==> src/hdl/psp_pkg.sv <==
// constants, types and state layout for the protection and status block
`default_nettype none

package psp_pkg;

    // ----------------------------------------------------------------
    // memory map
    // ----------------------------------------------------------------
    localparam int ADDR_W = 4;
    localparam int DATA_W = 9;
    localparam logic [3:0] ADDR_VWIPER0 = 4'h0;
    localparam logic [3:0] ADDR_VWIPER1 = 4'h1;
    localparam logic [3:0] ADDR_NVWIPER0 = 4'h2;
    localparam logic [3:0] ADDR_NVWIPER1 = 4'h3;
    localparam logic [3:0] ADDR_TERM_CONN = 4'h4;
    localparam logic [3:0] ADDR_STATUS = 4'h5;
    localparam logic [3:0] ADDR_GP_FIRST = 4'h6;

    // ----------------------------------------------------------------
    // reset and factory values
    // ----------------------------------------------------------------
    localparam logic [8:0] MID_SCALE_8BIT = 9'h080;
    localparam logic [8:0] MID_SCALE_7BIT = 9'h040;
    localparam logic [8:0] FULL_SCALE_8BIT = 9'h100;
    localparam logic [8:0] FULL_SCALE_7BIT = 9'h080;
    localparam logic [8:0] ZERO_SCALE = 9'h000;
    localparam logic [8:0] WIPER_STEP = 9'h001;
    localparam logic [8:0] GP_FACTORY = 9'h0FF;
    localparam logic [8:0] TERM_CONN_RESET = 9'h1FF;
    localparam logic [3:0] RESERVED_HIGH_BITS = 4'hF;
    localparam logic RESERVED_TERM_CONN_BIT = 1'b1;

    // ----------------------------------------------------------------
    // terminal-connect field positions inside one channel nibble
    // ----------------------------------------------------------------
    localparam int TC_OVERRIDE = 3;
    localparam int TC_TERM_A = 2;
    localparam int TC_WIPER = 1;
    localparam int TC_TERM_B = 0;
    localparam int TC_CHAN_W = 4;

    // ----------------------------------------------------------------
    // command encodings
    // ----------------------------------------------------------------
    localparam logic [1:0] OP_WRITE = 2'h0;
    localparam logic [1:0] OP_INC = 2'h1;
    localparam logic [1:0] OP_DEC = 2'h2;
    localparam logic [1:0] OP_READ = 2'h3;
    localparam logic [1:0] HV_GUARD = 2'h0;
    localparam logic [1:0] HV_LOCK0 = 2'h1;
    localparam logic [1:0] HV_LOCK1 = 2'h2;

    // ----------------------------------------------------------------
    // timing
    // ----------------------------------------------------------------
    localparam int CLK_PERIOD_NS = 10;
    localparam int EE_WRITE_TIME_NS = 5000000;
    localparam int EE_WRITE_CYCLES = EE_WRITE_TIME_NS / CLK_PERIOD_NS;
    localparam int CNT_W = 20;

    typedef enum logic [1:0] {
        PSP_IDLE = 2'b01,
        PSP_PROG = 2'b10
    } psp_prog_t;

    typedef struct packed {
        logic [15:0][8:0] nv_mem;
        logic [8:0] vol_w0;
        logic [8:0] vol_w1;
        logic [7:0] term_conn;
        logic [7:0] term_conn_live;
        logic nv_guard;
        logic nv_lock0;
        logic nv_lock1;
        psp_prog_t prog;
        logic [CNT_W-1:0] cnt;
        logic pend_hv;
        logic [3:0] pend_addr;
        logic [8:0] pend_data;
        logic [1:0] pend_sel;
        logic pend_set;
        logic ack;
        logic err;
        logic [8:0] rdata;
        logic [1:0] term_a_en;
        logic [1:0] term_w_en;
        logic [1:0] term_b_en;
        logic [1:0] wiper_to_b;
    } psp_state_t;

endpackage : psp_pkg

`default_nettype wire

==> src/hdl/psp_pin_sync.sv <==
// three-stage synchroniser for one pin input with agreement filter
`default_nettype none

module psp_pin_sync
    import psp_pkg::*;
#(
    parameter logic RST_VAL = 1'b1
) (
    input wire logic mclk_i,
    input wire logic rstn_i,
    input wire logic pin_i,
    output logic level_o
);

    typedef struct packed {
        logic s1;
        logic s2;
        logic s3;
        logic level;
    } psp_sync_t;

    psp_sync_t q;
    psp_sync_t nxt_q;

    // ----------------------------------------------------------------
    // shift and filter
    // ----------------------------------------------------------------
    // s1 only feeds s2; the level moves once s2 and s3 agree
    always_comb begin
        nxt_q = q;
        nxt_q.s1 = pin_i;
        nxt_q.s2 = q.s1;
        nxt_q.s3 = q.s2;
        if (q.s2 == q.s3) begin
            nxt_q.level = q.s3;
        end
    end

    always_ff @(posedge mclk_i or negedge rstn_i) begin
        if (!rstn_i) begin
            q <= '{RST_VAL, RST_VAL, RST_VAL, RST_VAL};
        end else begin
            q <= nxt_q;
        end
    end

    assign level_o = q.level;

endmodule : psp_pin_sync

`default_nettype wire

==> src/hdl/psp_protect_status.sv <==
// memory protection, status word and terminal-connect control of a digital pot
`default_nettype none

module psp_protect_status
    import psp_pkg::*;
#(
    parameter bit RES_8BIT = 1'b1,
    parameter int unsigned EE_CYCLES = EE_WRITE_CYCLES
) (
    input wire logic mclk_i,
    input wire logic rstn_i,
    input wire logic cmd_valid_i,
    input wire logic [1:0] cmd_op_i,
    input wire logic [3:0] cmd_addr_i,
    input wire logic [8:0] cmd_data_i,
    input wire logic cmd_done_i,
    input wire logic hv_valid_i,
    input wire logic [1:0] hv_sel_i,
    input wire logic hv_set_i,
    input wire logic guard_pin_n_i,
    input wire logic shutdown_pin_n_i,
    output logic ack_o,
    output logic err_o,
    output logic [8:0] rdata_o,
    output logic eeprom_write_active_o,
    output logic [8:0] status_o,
    output logic [8:0] wiper0_o,
    output logic [8:0] wiper1_o,
    output logic [1:0] term_a_en_o,
    output logic [1:0] term_w_en_o,
    output logic [1:0] term_b_en_o,
    output logic [1:0] wiper_to_b_o
);

    localparam logic [8:0] MID_SCALE = RES_8BIT ? MID_SCALE_8BIT : MID_SCALE_7BIT;
    localparam logic [8:0] FULL_SCALE = RES_8BIT ? FULL_SCALE_8BIT : FULL_SCALE_7BIT;
    localparam logic [CNT_W-1:0] EE_LAST = CNT_W'(EE_CYCLES - 1);

    psp_state_t q;
    psp_state_t nxt_q;
    logic guard_pin_n;
    logic shutdown_pin_n;

    // ----------------------------------------------------------------
    // reset state
    // ----------------------------------------------------------------
    // factory image of the non-volatile array; a power event loads both
    // volatile wipers with MID_SCALE, as it does the non-volatile wiper words, so both match
    function automatic psp_state_t init_state();
        psp_state_t s;
        s = '0;
        for (int i = 0; i < 16; i++) begin
            s.nv_mem[i] = GP_FACTORY;
        end
        s.nv_mem[ADDR_NVWIPER0] = MID_SCALE;
        s.nv_mem[ADDR_NVWIPER1] = MID_SCALE;
        s.vol_w0 = MID_SCALE;
        s.vol_w1 = MID_SCALE;
        s.term_conn = TERM_CONN_RESET[7:0];
        s.term_conn_live = TERM_CONN_RESET[7:0];
        s.prog = PSP_IDLE;
        s.term_a_en = '1;
        s.term_w_en = '1;
        s.term_b_en = '1;
        return s;
    endfunction : init_state

    // folded to a constant so the asynchronous branch loads fixed values only
    localparam psp_state_t RST_STATE = init_state();

    // ----------------------------------------------------------------
    // pin synchronisers
    // ----------------------------------------------------------------
    // chains reset to the idle pin level, so no false shutdown follows reset
    psp_pin_sync #(
        .RST_VAL(1'b1)
    ) u_guard_sync (
        .mclk_i(mclk_i),
        .rstn_i(rstn_i),
        .pin_i(guard_pin_n_i),
        .level_o(guard_pin_n)
    );

    psp_pin_sync #(
        .RST_VAL(1'b1)
    ) u_shutdown_sync (
        .mclk_i(mclk_i),
        .rstn_i(rstn_i),
        .pin_i(shutdown_pin_n_i),
        .level_o(shutdown_pin_n)
    );

    // ----------------------------------------------------------------
    // derived status
    // ----------------------------------------------------------------
    logic busy;
    logic guarded;
    logic shut;
    logic [8:0] status;

    // every status bit but the four reserved ones is a view of state, nothing here is writable
    always_comb begin
        busy = (q.prog == PSP_PROG);
        guarded = !guard_pin_n || q.nv_guard;
        shut = !shutdown_pin_n;
        status = {RESERVED_HIGH_BITS, busy, q.nv_lock1,
                  q.nv_lock0, shut, guarded};
    end

    // ----------------------------------------------------------------
    // address classes
    // ----------------------------------------------------------------
    logic is_volatile;
    logic is_nv;
    logic nv_locked;

    // status counts as volatile: it stays readable while a cycle runs
    always_comb begin
        is_volatile = (cmd_addr_i == ADDR_VWIPER0) || (cmd_addr_i == ADDR_VWIPER1) ||
                      (cmd_addr_i == ADDR_TERM_CONN) || (cmd_addr_i == ADDR_STATUS);
        is_nv = !is_volatile;
        nv_locked = ((cmd_addr_i == ADDR_NVWIPER0) && q.nv_lock0) ||
                    ((cmd_addr_i == ADDR_NVWIPER1) && q.nv_lock1);
    end

    // ----------------------------------------------------------------
    // read mux
    // ----------------------------------------------------------------
    logic [8:0] rd_word;

    always_comb begin
        case (cmd_addr_i)
            ADDR_VWIPER0: rd_word = q.vol_w0;
            ADDR_VWIPER1: rd_word = q.vol_w1;
            ADDR_TERM_CONN: rd_word = {RESERVED_TERM_CONN_BIT, q.term_conn};
            ADDR_STATUS: rd_word = status;
            default: rd_word = q.nv_mem[cmd_addr_i];
        endcase
    end

    // ----------------------------------------------------------------
    // volatile wiper step
    // ----------------------------------------------------------------
    // above full scale both steps are ignored; at the ends one of them is
    // the sum can only wrap where step_ok is already low
    logic [8:0] cur_w;
    logic step_ok;
    logic [8:0] stepped_w;

    always_comb begin
        cur_w = (cmd_addr_i == ADDR_VWIPER1) ? q.vol_w1 : q.vol_w0;
        if (cmd_op_i == OP_INC) begin
            step_ok = cur_w < FULL_SCALE;
            stepped_w = cur_w + WIPER_STEP;
        end else begin
            step_ok = (cur_w != ZERO_SCALE) && (cur_w <= FULL_SCALE);
            stepped_w = cur_w - WIPER_STEP;
        end
    end

    // ----------------------------------------------------------------
    // next state
    // ----------------------------------------------------------------
    always_comb begin
        logic lock_this;
        logic [7:0] tc;
        logic sd;
        lock_this = 1'b0;
        tc = q.term_conn;
        sd = 1'b0;
        nxt_q = q;
        nxt_q.ack = 1'b0;
        nxt_q.err = 1'b0;

        // serial commands; a refusal leaves stored words as they were, except the unlocked nibble of a connect write
        if (cmd_valid_i) begin
            nxt_q.ack = 1'b1;
            lock_this = ((cmd_addr_i == ADDR_VWIPER0) && q.nv_lock0) ||
                        ((cmd_addr_i == ADDR_VWIPER1) && q.nv_lock1);
            if (busy && is_nv) begin
                nxt_q.err = 1'b1;
            end else begin
                case (cmd_op_i)
                    OP_READ: begin
                        nxt_q.rdata = rd_word;
                    end
                    OP_WRITE: begin
                        if (cmd_addr_i == ADDR_STATUS) begin
                            nxt_q.err = 1'b1;
                        end else if (cmd_addr_i == ADDR_TERM_CONN) begin
                            // each nibble is guarded by its own channel lock
                            if (!q.nv_lock0) begin
                                tc[3:0] = cmd_data_i[3:0];
                            end
                            if (!q.nv_lock1) begin
                                tc[7:4] = cmd_data_i[7:4];
                            end
                            nxt_q.term_conn = tc;
                            nxt_q.err = q.nv_lock0 || q.nv_lock1;
                        end else if (is_volatile) begin
                            if (lock_this) begin
                                nxt_q.err = 1'b1;
                            end else if (cmd_addr_i == ADDR_VWIPER0) begin
                                nxt_q.vol_w0 = cmd_data_i;
                            end else begin
                                nxt_q.vol_w1 = cmd_data_i;
                            end
                        end else if (guarded || nv_locked) begin
                            nxt_q.err = 1'b1;
                        end else begin
                            // the word lands when the programming time ends
                            nxt_q.prog = PSP_PROG;
                            nxt_q.cnt = '0;
                            nxt_q.pend_hv = 1'b0;
                            nxt_q.pend_addr = cmd_addr_i;
                            nxt_q.pend_data = cmd_data_i;
                        end
                    end
                    OP_INC, OP_DEC: begin
                        if (!((cmd_addr_i == ADDR_VWIPER0) ||
                              (cmd_addr_i == ADDR_VWIPER1)) || lock_this || !step_ok) begin
                            nxt_q.err = 1'b1;
                        end else if (cmd_addr_i == ADDR_VWIPER0) begin
                            nxt_q.vol_w0 = stepped_w;
                        end else begin
                            nxt_q.vol_w1 = stepped_w;
                        end
                    end
                    default: begin
                        nxt_q.err = 1'b1;
                    end
                endcase
            end
        end else if (hv_valid_i) begin
            // hidden bits move only here, never on an ordinary write
            nxt_q.ack = 1'b1;
            if (busy || (hv_sel_i > HV_LOCK1)) begin
                nxt_q.err = 1'b1;
            end else begin
                nxt_q.prog = PSP_PROG;
                nxt_q.cnt = '0;
                nxt_q.pend_hv = 1'b1;
                nxt_q.pend_sel = hv_sel_i;
                nxt_q.pend_set = hv_set_i;
            end
        end

        // programming cycle; the result is visible only once it finishes
        // busy refuses any new start, so the counter has one owner here
        case (q.prog)
            PSP_IDLE: begin
            end
            PSP_PROG: begin
                nxt_q.cnt = q.cnt + CNT_W'(1);
                if (q.cnt == EE_LAST) begin
                    nxt_q.prog = PSP_IDLE;
                    if (!q.pend_hv) begin
                        nxt_q.nv_mem[q.pend_addr] = q.pend_data;
                    end else if (q.pend_sel == HV_GUARD) begin
                        nxt_q.nv_guard = q.pend_set;
                    end else if (q.pend_sel == HV_LOCK0) begin
                        nxt_q.nv_lock0 = q.pend_set;
                    end else begin
                        nxt_q.nv_lock1 = q.pend_set;
                    end
                end
            end
            default: begin
                nxt_q.prog = PSP_IDLE;
            end
        endcase

        // staged value reaches the terminals at command end
        if (cmd_done_i) begin
            nxt_q.term_conn_live = q.term_conn;
        end

        // terminal drive per channel; the pin never touches stored bits
        for (int c = 0; c < 2; c++) begin
            sd = shut || !q.term_conn_live[c*TC_CHAN_W+TC_OVERRIDE];
            nxt_q.term_a_en[c] = !sd && q.term_conn_live[c*TC_CHAN_W+TC_TERM_A];
            nxt_q.term_w_en[c] = sd || q.term_conn_live[c*TC_CHAN_W+TC_WIPER];
            nxt_q.term_b_en[c] = sd || q.term_conn_live[c*TC_CHAN_W+TC_TERM_B];
            nxt_q.wiper_to_b[c] = sd;
        end
    end

    // ----------------------------------------------------------------
    // state register
    // ----------------------------------------------------------------
    always_ff @(posedge mclk_i or negedge rstn_i) begin
        if (!rstn_i) begin
            q <= RST_STATE;
        end else begin
            q <= nxt_q;
        end
    end

    // ----------------------------------------------------------------
    // outputs
    // ----------------------------------------------------------------
    // words come from flops; status and the busy output are live views of state
    assign ack_o = q.ack;
    assign err_o = q.err;
    assign rdata_o = q.rdata;
    assign eeprom_write_active_o = busy;
    assign status_o = status;
    assign wiper0_o = q.vol_w0;
    assign wiper1_o = q.vol_w1;
    assign term_a_en_o = q.term_a_en;
    assign term_w_en_o = q.term_w_en;
    assign term_b_en_o = q.term_b_en;
    assign wiper_to_b_o = q.wiper_to_b;

endmodule : psp_protect_status

`default_nettype wire

==> config.mk <==
export PLATFORM = sky130hd
export DESIGN_NAME = psp_protect_status
export DESIGN_NICKNAME = d
export VERILOG_FILES = /design/src/hdl/psp_pkg.sv /design/src/hdl/psp_pin_sync.sv /design/src/hdl/psp_protect_status.sv
export SDC_FILE = /design/constraint.sdc
export NUM_CORES = 1
export LEC_CHECK = 0
export ABC_AREA = 1
export ABC_CLOCK_PERIOD_IN_PS = 5100
export BUFFER_PORTS_ARGS = -buffer_cell sky130_fd_sc_hd__buf_2
export CAP_MARGIN = 20
export CORE_MARGIN = 4
export CORE_UTILIZATION = 50
export CTS_BUF_LIST = sky130_fd_sc_hd__clkbuf_4 sky130_fd_sc_hd__clkbuf_8
export CTS_CLUSTER_DIAMETER = 80
export DETAILED_ROUTE_END_ITERATION = 7
export PLACE_DENSITY = 0.68
export REMOVE_ABC_BUFFERS = 1
export SLEW_MARGIN = 20
export SYNTH_ARGS = -nofsm -noshare
export SYNTH_HDL_FRONTEND = slang
export SYNTH_SLANG_ARGS = --single-unit
==> constraint.sdc <==
create_clock -name mclk_i -period 5.1 [get_ports mclk_i]
set_input_delay 0.255 -clock mclk_i [delete_from_list [all_inputs] [get_ports mclk_i]]
set_output_delay 0.255 -clock mclk_i [all_outputs]
set_load 0.01 [all_outputs]
# Word level (Yosys, flattened, before mapping)
# Cells that the tools add are included.
# classes
n_addsub	3
mul	0
n_div	0
order_cmp	6
n_eq_ne	37
shift	0
n_mux	45
bitwise_logic	12
reduce_logical	56
# ops
operator	count
36-bit 2-to-1 mux	6
144-bit bitwise mux	1
18-bit 2-to-1 mux	4
9-bit 2-to-1 mux	8
23-bit 2-to-1 mux	3
9-bit binary-select mux with 4-bit select	1
9-bit demux with 4-bit select	1
18-bit one-hot mux with 2 select lines	1
9-bit one-hot mux with 4 select lines	1
2-bit inequality test (second input constant)	15
26-bit 2-to-1 mux	1
20-bit by 1-bit adder with 20-bit output (second input constant)	1
20-bit by 19-bit equality test with 1-bit output (second input constant)	1
20-bit 2-to-1 mux	1
10-bit AND reduction	2
3-bit inequality test (second input constant)	6
1-bit logical OR	17
8-bit AND reduction	2
1-bit NOT	12
6-bit AND reduction	2
4-bit by 5-bit < comparator with 1-bit output (second input constant)	2
5-bit AND reduction	2
9-bit by 1-bit adder with 9-bit output (second input constant)	1
9-bit less-or-equal comparator (second input constant)	1
29 further kinds	67
# word_totals
reg_bits	247
latchBits	0
ram_bits	0
rom_bits	0
input_bits	25
out_inout_bits	47
word_cells	205
n_memories	0

# Logic depth before layout (Yosys ltp)
# depth
word_depth	13
depth_mapped	18
mapped_depth_nobuf	18

# Hierarchy
# From an unflattened synthesis, not the netlist that was laid out.
# unflattened
hier_cells	1394
area_unflattened_um2	12271.8
# modules_own_cells
mod	n_inst	cells_per_inst	area_per_inst_um2	seq_area_each_um2
psp_protect_status	1	1378	12029.0	6154.7
psp_pin_sync	2	8	121.4	105.1

# Worst setup path after synthesis
# OpenSTA, ideal clock, no wires.
# synth_timing
kind	in2reg
from	in cmd_addr_i[2]
to	reg q, in the netlist wiper0_o[8]
setup_ps	131
arrival_ps	1987
required_time_ps	4969
path_slack_ps	2982
cell_stages	14
n_path_buf	2
path_cell_list	buf_6 > nor2_4 > nand2_1 > buf_6 > nand2_1 > nand2_1 > fa_1 > inv_1 > nand3_1 > nand2_1 > a21oi_1 > xnor2_1 > o21ai_0 > o21ai_1
# synth_between
elab_chain_cells	9
word_cells_on_any_way	37
cone_classes	add/sub: 2; order compare: 2; eq/ne: 10; mux: 6; bitwise: 1; reduce/logical: 16
# synth_lines
item	line_no	rtl
start: declaration	psp_protect_status.sv:14	input wire logic [3:0] cmd_addr_i,
4-bit by 1-bit equality test with 1-bit output	n/a	
9-bit 2-to-1 mux	psp_protect_status.sv:151	cur_w = (cmd_addr_i == ADDR_VWIPER1) ? q.vol_w1 : q.vol_w0;
9-bit less-or-equal comparator or 9-bit nonzero test (tied branches)	psp_protect_status.sv:156	step_ok = (cur_w != ZERO_SCALE) && (cur_w <= FULL_SCALE);
1-bit logical AND	psp_protect_status.sv:156	
1-bit 2-to-1 mux	psp_protect_status.sv:152	if (cmd_op_i == OP_INC) begin
1-bit zero test	psp_protect_status.sv:221	(cmd_addr_i == ADDR_VWIPER1)) || lock_this || !step_ok) begin
1-bit logical OR	psp_protect_status.sv:221	
2-bit inequality test (no source line)	n/a	
10-bit AND reduction (no source line)	n/a	
end signal: assignment	psp_protect_status.sv:295	q <= nxt_q;
end: declaration	psp_protect_status.sv:39	psp_state_t q;
# Several ways; a longest one is shown, not always the timed one. The select of a mux whose other input is x is not followed.
# A chain may end at the register's enable or synchronous reset.

# Final worst setup path
# layout_timing
from	in cmd_addr_i[0]
to	reg q, in the netlist wiper0_o[6]
# The elaborated chain is that of the path after synthesis.

==> metrics.txt <==
# TYPE chip_impl_metric gauge
chip_impl_metric{name="worstHoldPathCells",unit=""} 2
chip_impl_metric{name="worst_skew_pair.late_latency",unit="ns"} 0.55
chip_impl_metric{name="synth_area",unit="um^2"} 12300
chip_impl_metric{name="ys_types",unit=""} 58
chip_impl_metric{name="wl_per_cell",unit="um"} 17.5
chip_impl_metric{name="period_needed",unit="ns"} 2.60
chip_impl_metric{name="setup_slack_at_placement",unit="ns"} 2.04
chip_impl_metric{name="grt_util_all_layers",unit=""} 0.233
chip_impl_metric{name="total_leakage_power",unit="nW"} 5.80
chip_impl_info{name="min-delay-path-class",value="in2reg"} 1
chip_impl_metric{name="fin_setup_tns",unit="ns"} 0
chip_impl_metric{name="place.gp.congestion",unit=""} 0.964
chip_impl_metric{name="synth_top_cell_area_share",unit=""} 0.311
chip_impl_info{name="critPathLaunch",value="cmd_addr_i[0]"} 1
chip_impl_info{name="rsz0062_at_grt",value="false"} 1
chip_impl_metric{name="ratio_of_cells_with_drive_above_1_in_the_final_layout",unit=""} 0.249
chip_impl_metric{name="synth_edf_count",unit=""} 0
chip_impl_metric{name="synthCells",unit=""} 1399
chip_impl_metric{name="worstRegToRegCells",unit=""} 9
chip_impl_metric{name="clock_skew",unit="ns"} 0.0241
chip_impl_metric{name="post_cts.resized_instances",unit=""} 0
chip_impl_metric{name="floorplan.initialDensity",unit=""} 0.506
chip_impl_info{name="result_of_the_run",value="finished clean"} 1
chip_impl_metric{name="power.ir.vdd_worst",unit="V"} 0.000242
chip_impl_metric{name="synth.yosys.seq_area_share",unit=""} 0.515
chip_impl_metric{name="dieHeight",unit="um"} 165
chip_impl_info{name="reg2reg_from",value="q[56]"} 1
chip_impl_metric{name="route.detailed.vias_per_inst",unit=""} 5.48
chip_impl_metric{name="global_route.overflow_total",unit=""} 0
chip_impl_info{name="end_kind",value="register"} 1
chip_impl_metric{name="postRouteAntennaNets",unit=""} 0
chip_impl_metric{name="routed_wl",unit="mm"} 31.3
chip_impl_metric{name="buffer_ports.inserted",unit=""} 67
chip_impl_metric{name="post-route-period-util",unit=""} 0.511
chip_impl_metric{name="max_clock_freq",unit="GHz"} 0.384
chip_impl_metric{name="drv_cap",unit=""} 0
chip_impl_metric{name="antenna_cells_inserted",unit=""} 0
chip_impl_metric{name="slew_viol_final",unit=""} 0
chip_impl_metric{name="layout.nets",unit=""} 1476
chip_impl_info{name="critical_path_class",value="in2reg"} 1
chip_impl_metric{name="first_pass_iters",unit=""} 5
chip_impl_info{name="cts_root_buffer",value="clkbuf_8"} 1
chip_impl_metric{name="top_level_i_o_count",unit=""} 72
chip_impl_metric{name="fin_worst_setup_slack",unit="ns"} 2.50
chip_impl_metric{name="setup_viol_count_final",unit=""} 0
chip_impl_metric{name="cts.sinks",unit=""} 245
chip_impl_metric{name="worst-r2r-setup-slack",unit="ns"} 2.55
chip_impl_metric{name="synth_async_sr_flop_share",unit=""} 1.00
chip_impl_metric{name="worst_ep_required_time",unit="ns"} 5.59
chip_impl_info{name="cts_tree",value="done"} 1
chip_impl_metric{name="worst-path-max-fanout",unit=""} 12
chip_impl_metric{name="initial_drt_markers",unit=""} 990
chip_impl_info{name="start_kind",value="input port"} 1
chip_impl_metric{name="grt_first_pass_wirelength",unit="mm"} 50.1
chip_impl_metric{name="placeable_core_region",unit="um^2"} 24200
chip_impl_metric{name="dpl.hpwl",unit="mm"} 20.4
chip_impl_info{name="timing.rr.end",value="q[56]"} 1
chip_impl_metric{name="tightest_slew",unit="ns"} 1.07
chip_impl_metric{name="first_global_vias",unit=""} 9485
chip_impl_metric{name="critPathArrivalTime",unit="ns"} 3.10
chip_impl_metric{name="floorplan.die_area",unit="um^2"} 27100
chip_impl_metric{name="die_w",unit="um"} 165
chip_impl_metric{name="area.growth.synth_to_final",unit="%"} 9.92
chip_impl_metric{name="cts_h_tree_lvls",unit=""} 2
chip_impl_metric{name="hold_viol_final",unit=""} 0
chip_impl_metric{name="rows",unit=""} 57
chip_impl_info{name="yosysTopAreaCell",value="dfstp_2"} 1
chip_impl_metric{name="route.detailed.drc",unit=""} 0
chip_impl_info{name="crit_end",value="wiper0_o[6]"} 1
chip_impl_metric{name="grt_start_max_net_pins",unit=""} 127
chip_impl_metric{name="clkSlewWorstSetupHoldPaths",unit="ns"} 0.07
chip_impl_metric{name="ctsLongestPathBuffers",unit=""} 3
chip_impl_info{name="synthTopCellsByArea",value="dfstp_2, dfrtp_1, nand2_1, o21ai_0, o21ai_1"} 1
chip_impl_metric{name="synth-warning-count",unit=""} 0
chip_impl_metric{name="postSynthRegisterBits",unit=""} 245
chip_impl_metric{name="detailroute.via_count",unit=""} 9822
chip_impl_metric{name="max_slew_headroom",unit=""} 0.285
chip_impl_info{name="synth_flop_cell",value="dfstp_2"} 1
chip_impl_metric{name="antenna_found_initial",unit=""} 0
chip_impl_metric{name="numCtsBuffers",unit=""} 42
chip_impl_metric{name="syn_area_per_cell",unit="um^2"} 8.77
chip_impl_metric{name="power.density",unit="nW/um^2"} 395
-- synth_stat cells, types with 24 or more instances --
cell type / n
nand2_1: 427
dfstp_2: 145
o21ai_0: 124
dfrtp_1: 100
inv_1: 93
o21ai_1: 77
buf_4: 45
nor2_1: 43
a21oi_1: 38
nand3_1: 34
clkbuf_1: 27
a22oi_1: 26
nand4_1: 24
-- state kept, by name, summed over array words and instances (netlist names), 2 cells and up --
register               count
u_shutdown_sync.nxt_q      2
status_o                   2
term_b_en_o                2
wiper1_o                   9
term_a_en_o                2
wiper_to_b_o               2
wiper0_o                   9
rdata_o                    9
q                        198
term_w_en_o                2
u_guard_sync.nxt_q         2
-- critical path: stages --
cell,delay (ns)
buf_2,0.31
inv_2,0.17
nor2_2,0.35
nand2_1,0.35
nand2_1,0.14
nand2_1,0.12
fa_1,0.41
inv_1,0.10
nand3_1,0.07
nand2_1,0.14
nand2_1,0.06
nand2_1,0.05
a21oi_1,0.07
nand2_1,0.07
nand2_1,0.04
o32ai_1,0.16
nand4_1,0.13
nand2_1,0.08
-- power breakdown --
group	switching (W)	internal (W)
Sequential	0.000146	0.00215
Combinational	0.000808	0.000350
Clock	0.000800	0.00107
-- how the worst min path moves through the flow --
stage                             startpoint                        to  slack (ns)
floorplan                             rstn_i                     ack_o       -0.04
global placement    u_shutdown_sync.nxt_q[2]  u_shutdown_sync.nxt_q[1]        0.35
detailed placement  u_shutdown_sync.nxt_q[2]  u_shutdown_sync.nxt_q[1]        0.35
CTS                               cmd_done_i                     q[68]        0.01
global route                      cmd_done_i                     q[68]        0.06
finish                            cmd_done_i                     q[68]        0.03
-- stage by stage --
stage          power [W]  instance area, um^2  instances   util  hold WS, ns
2_1_floorplan    0.00300                11600       1300      -      -0.0406
3_5_place_dp     0.00346                12400       1699  0.512        0.348
3_3_place_gp     0.00344                12400       1699  0.512        0.346
4_1_cts          0.00536                13500       1793  0.556      0.00985
6_report         0.00532                13500       1793  0.556       0.0288
5_1_grt          0.00561                13500       1793  0.556       0.0613
-- kinds of logic (layout without fill, tap and decap cells) --
kind of cell,after synthesis,count (layout),synth area share
xor gates and xnor gates,6,6,0.00428
DFF,245,245,0.515
buffers and inverters,206,273,0.0894
AOI/OAI and AO/OA,341,341,0.165
muxes,3,3,0.00265
other,1,4,0.000306
adders and majority gates,17,17,0.0175
and+or+nand+nor,580,580,0.207
-- what timing repair did --
item	in CTS	in global routing
setup buffers	0	0
hold buffers	17	0
hold endpoints to repair	71	0
-- layout make-up --
type	instances	area, um^2
multi-input cells	951	4870
repair buffers	92	588
clock buffers	69	862
flip-flops and latches	245	6310
clock inverters	8	48.8
fillers	2201	10800
well taps	324	405
inverters	104	394
-- layout by cell type, fill, tap and decap left out, drive strengths merged, types with 26 or more instances in the layout --
master,n
a21oi,39
a22oi,26
buf,75
clkbuf,69
dfrtp,100
dfstp,145
inv,100
nand2,450
nand3,36
nor2,47
o21ai,224
-- per-layer routing --
metal / global-route usage / vias up / routed length, um
met2: 0.367 / 360 / 14300
met4: 0.0960 / 0 / 1170
li1: - / 4710 / -
met1: 0.319 / 4668 / 13800
met5: 0 / - / 0
met3: 0.0404 / 84 / 2110
Power figures use the tool's default switching activity.
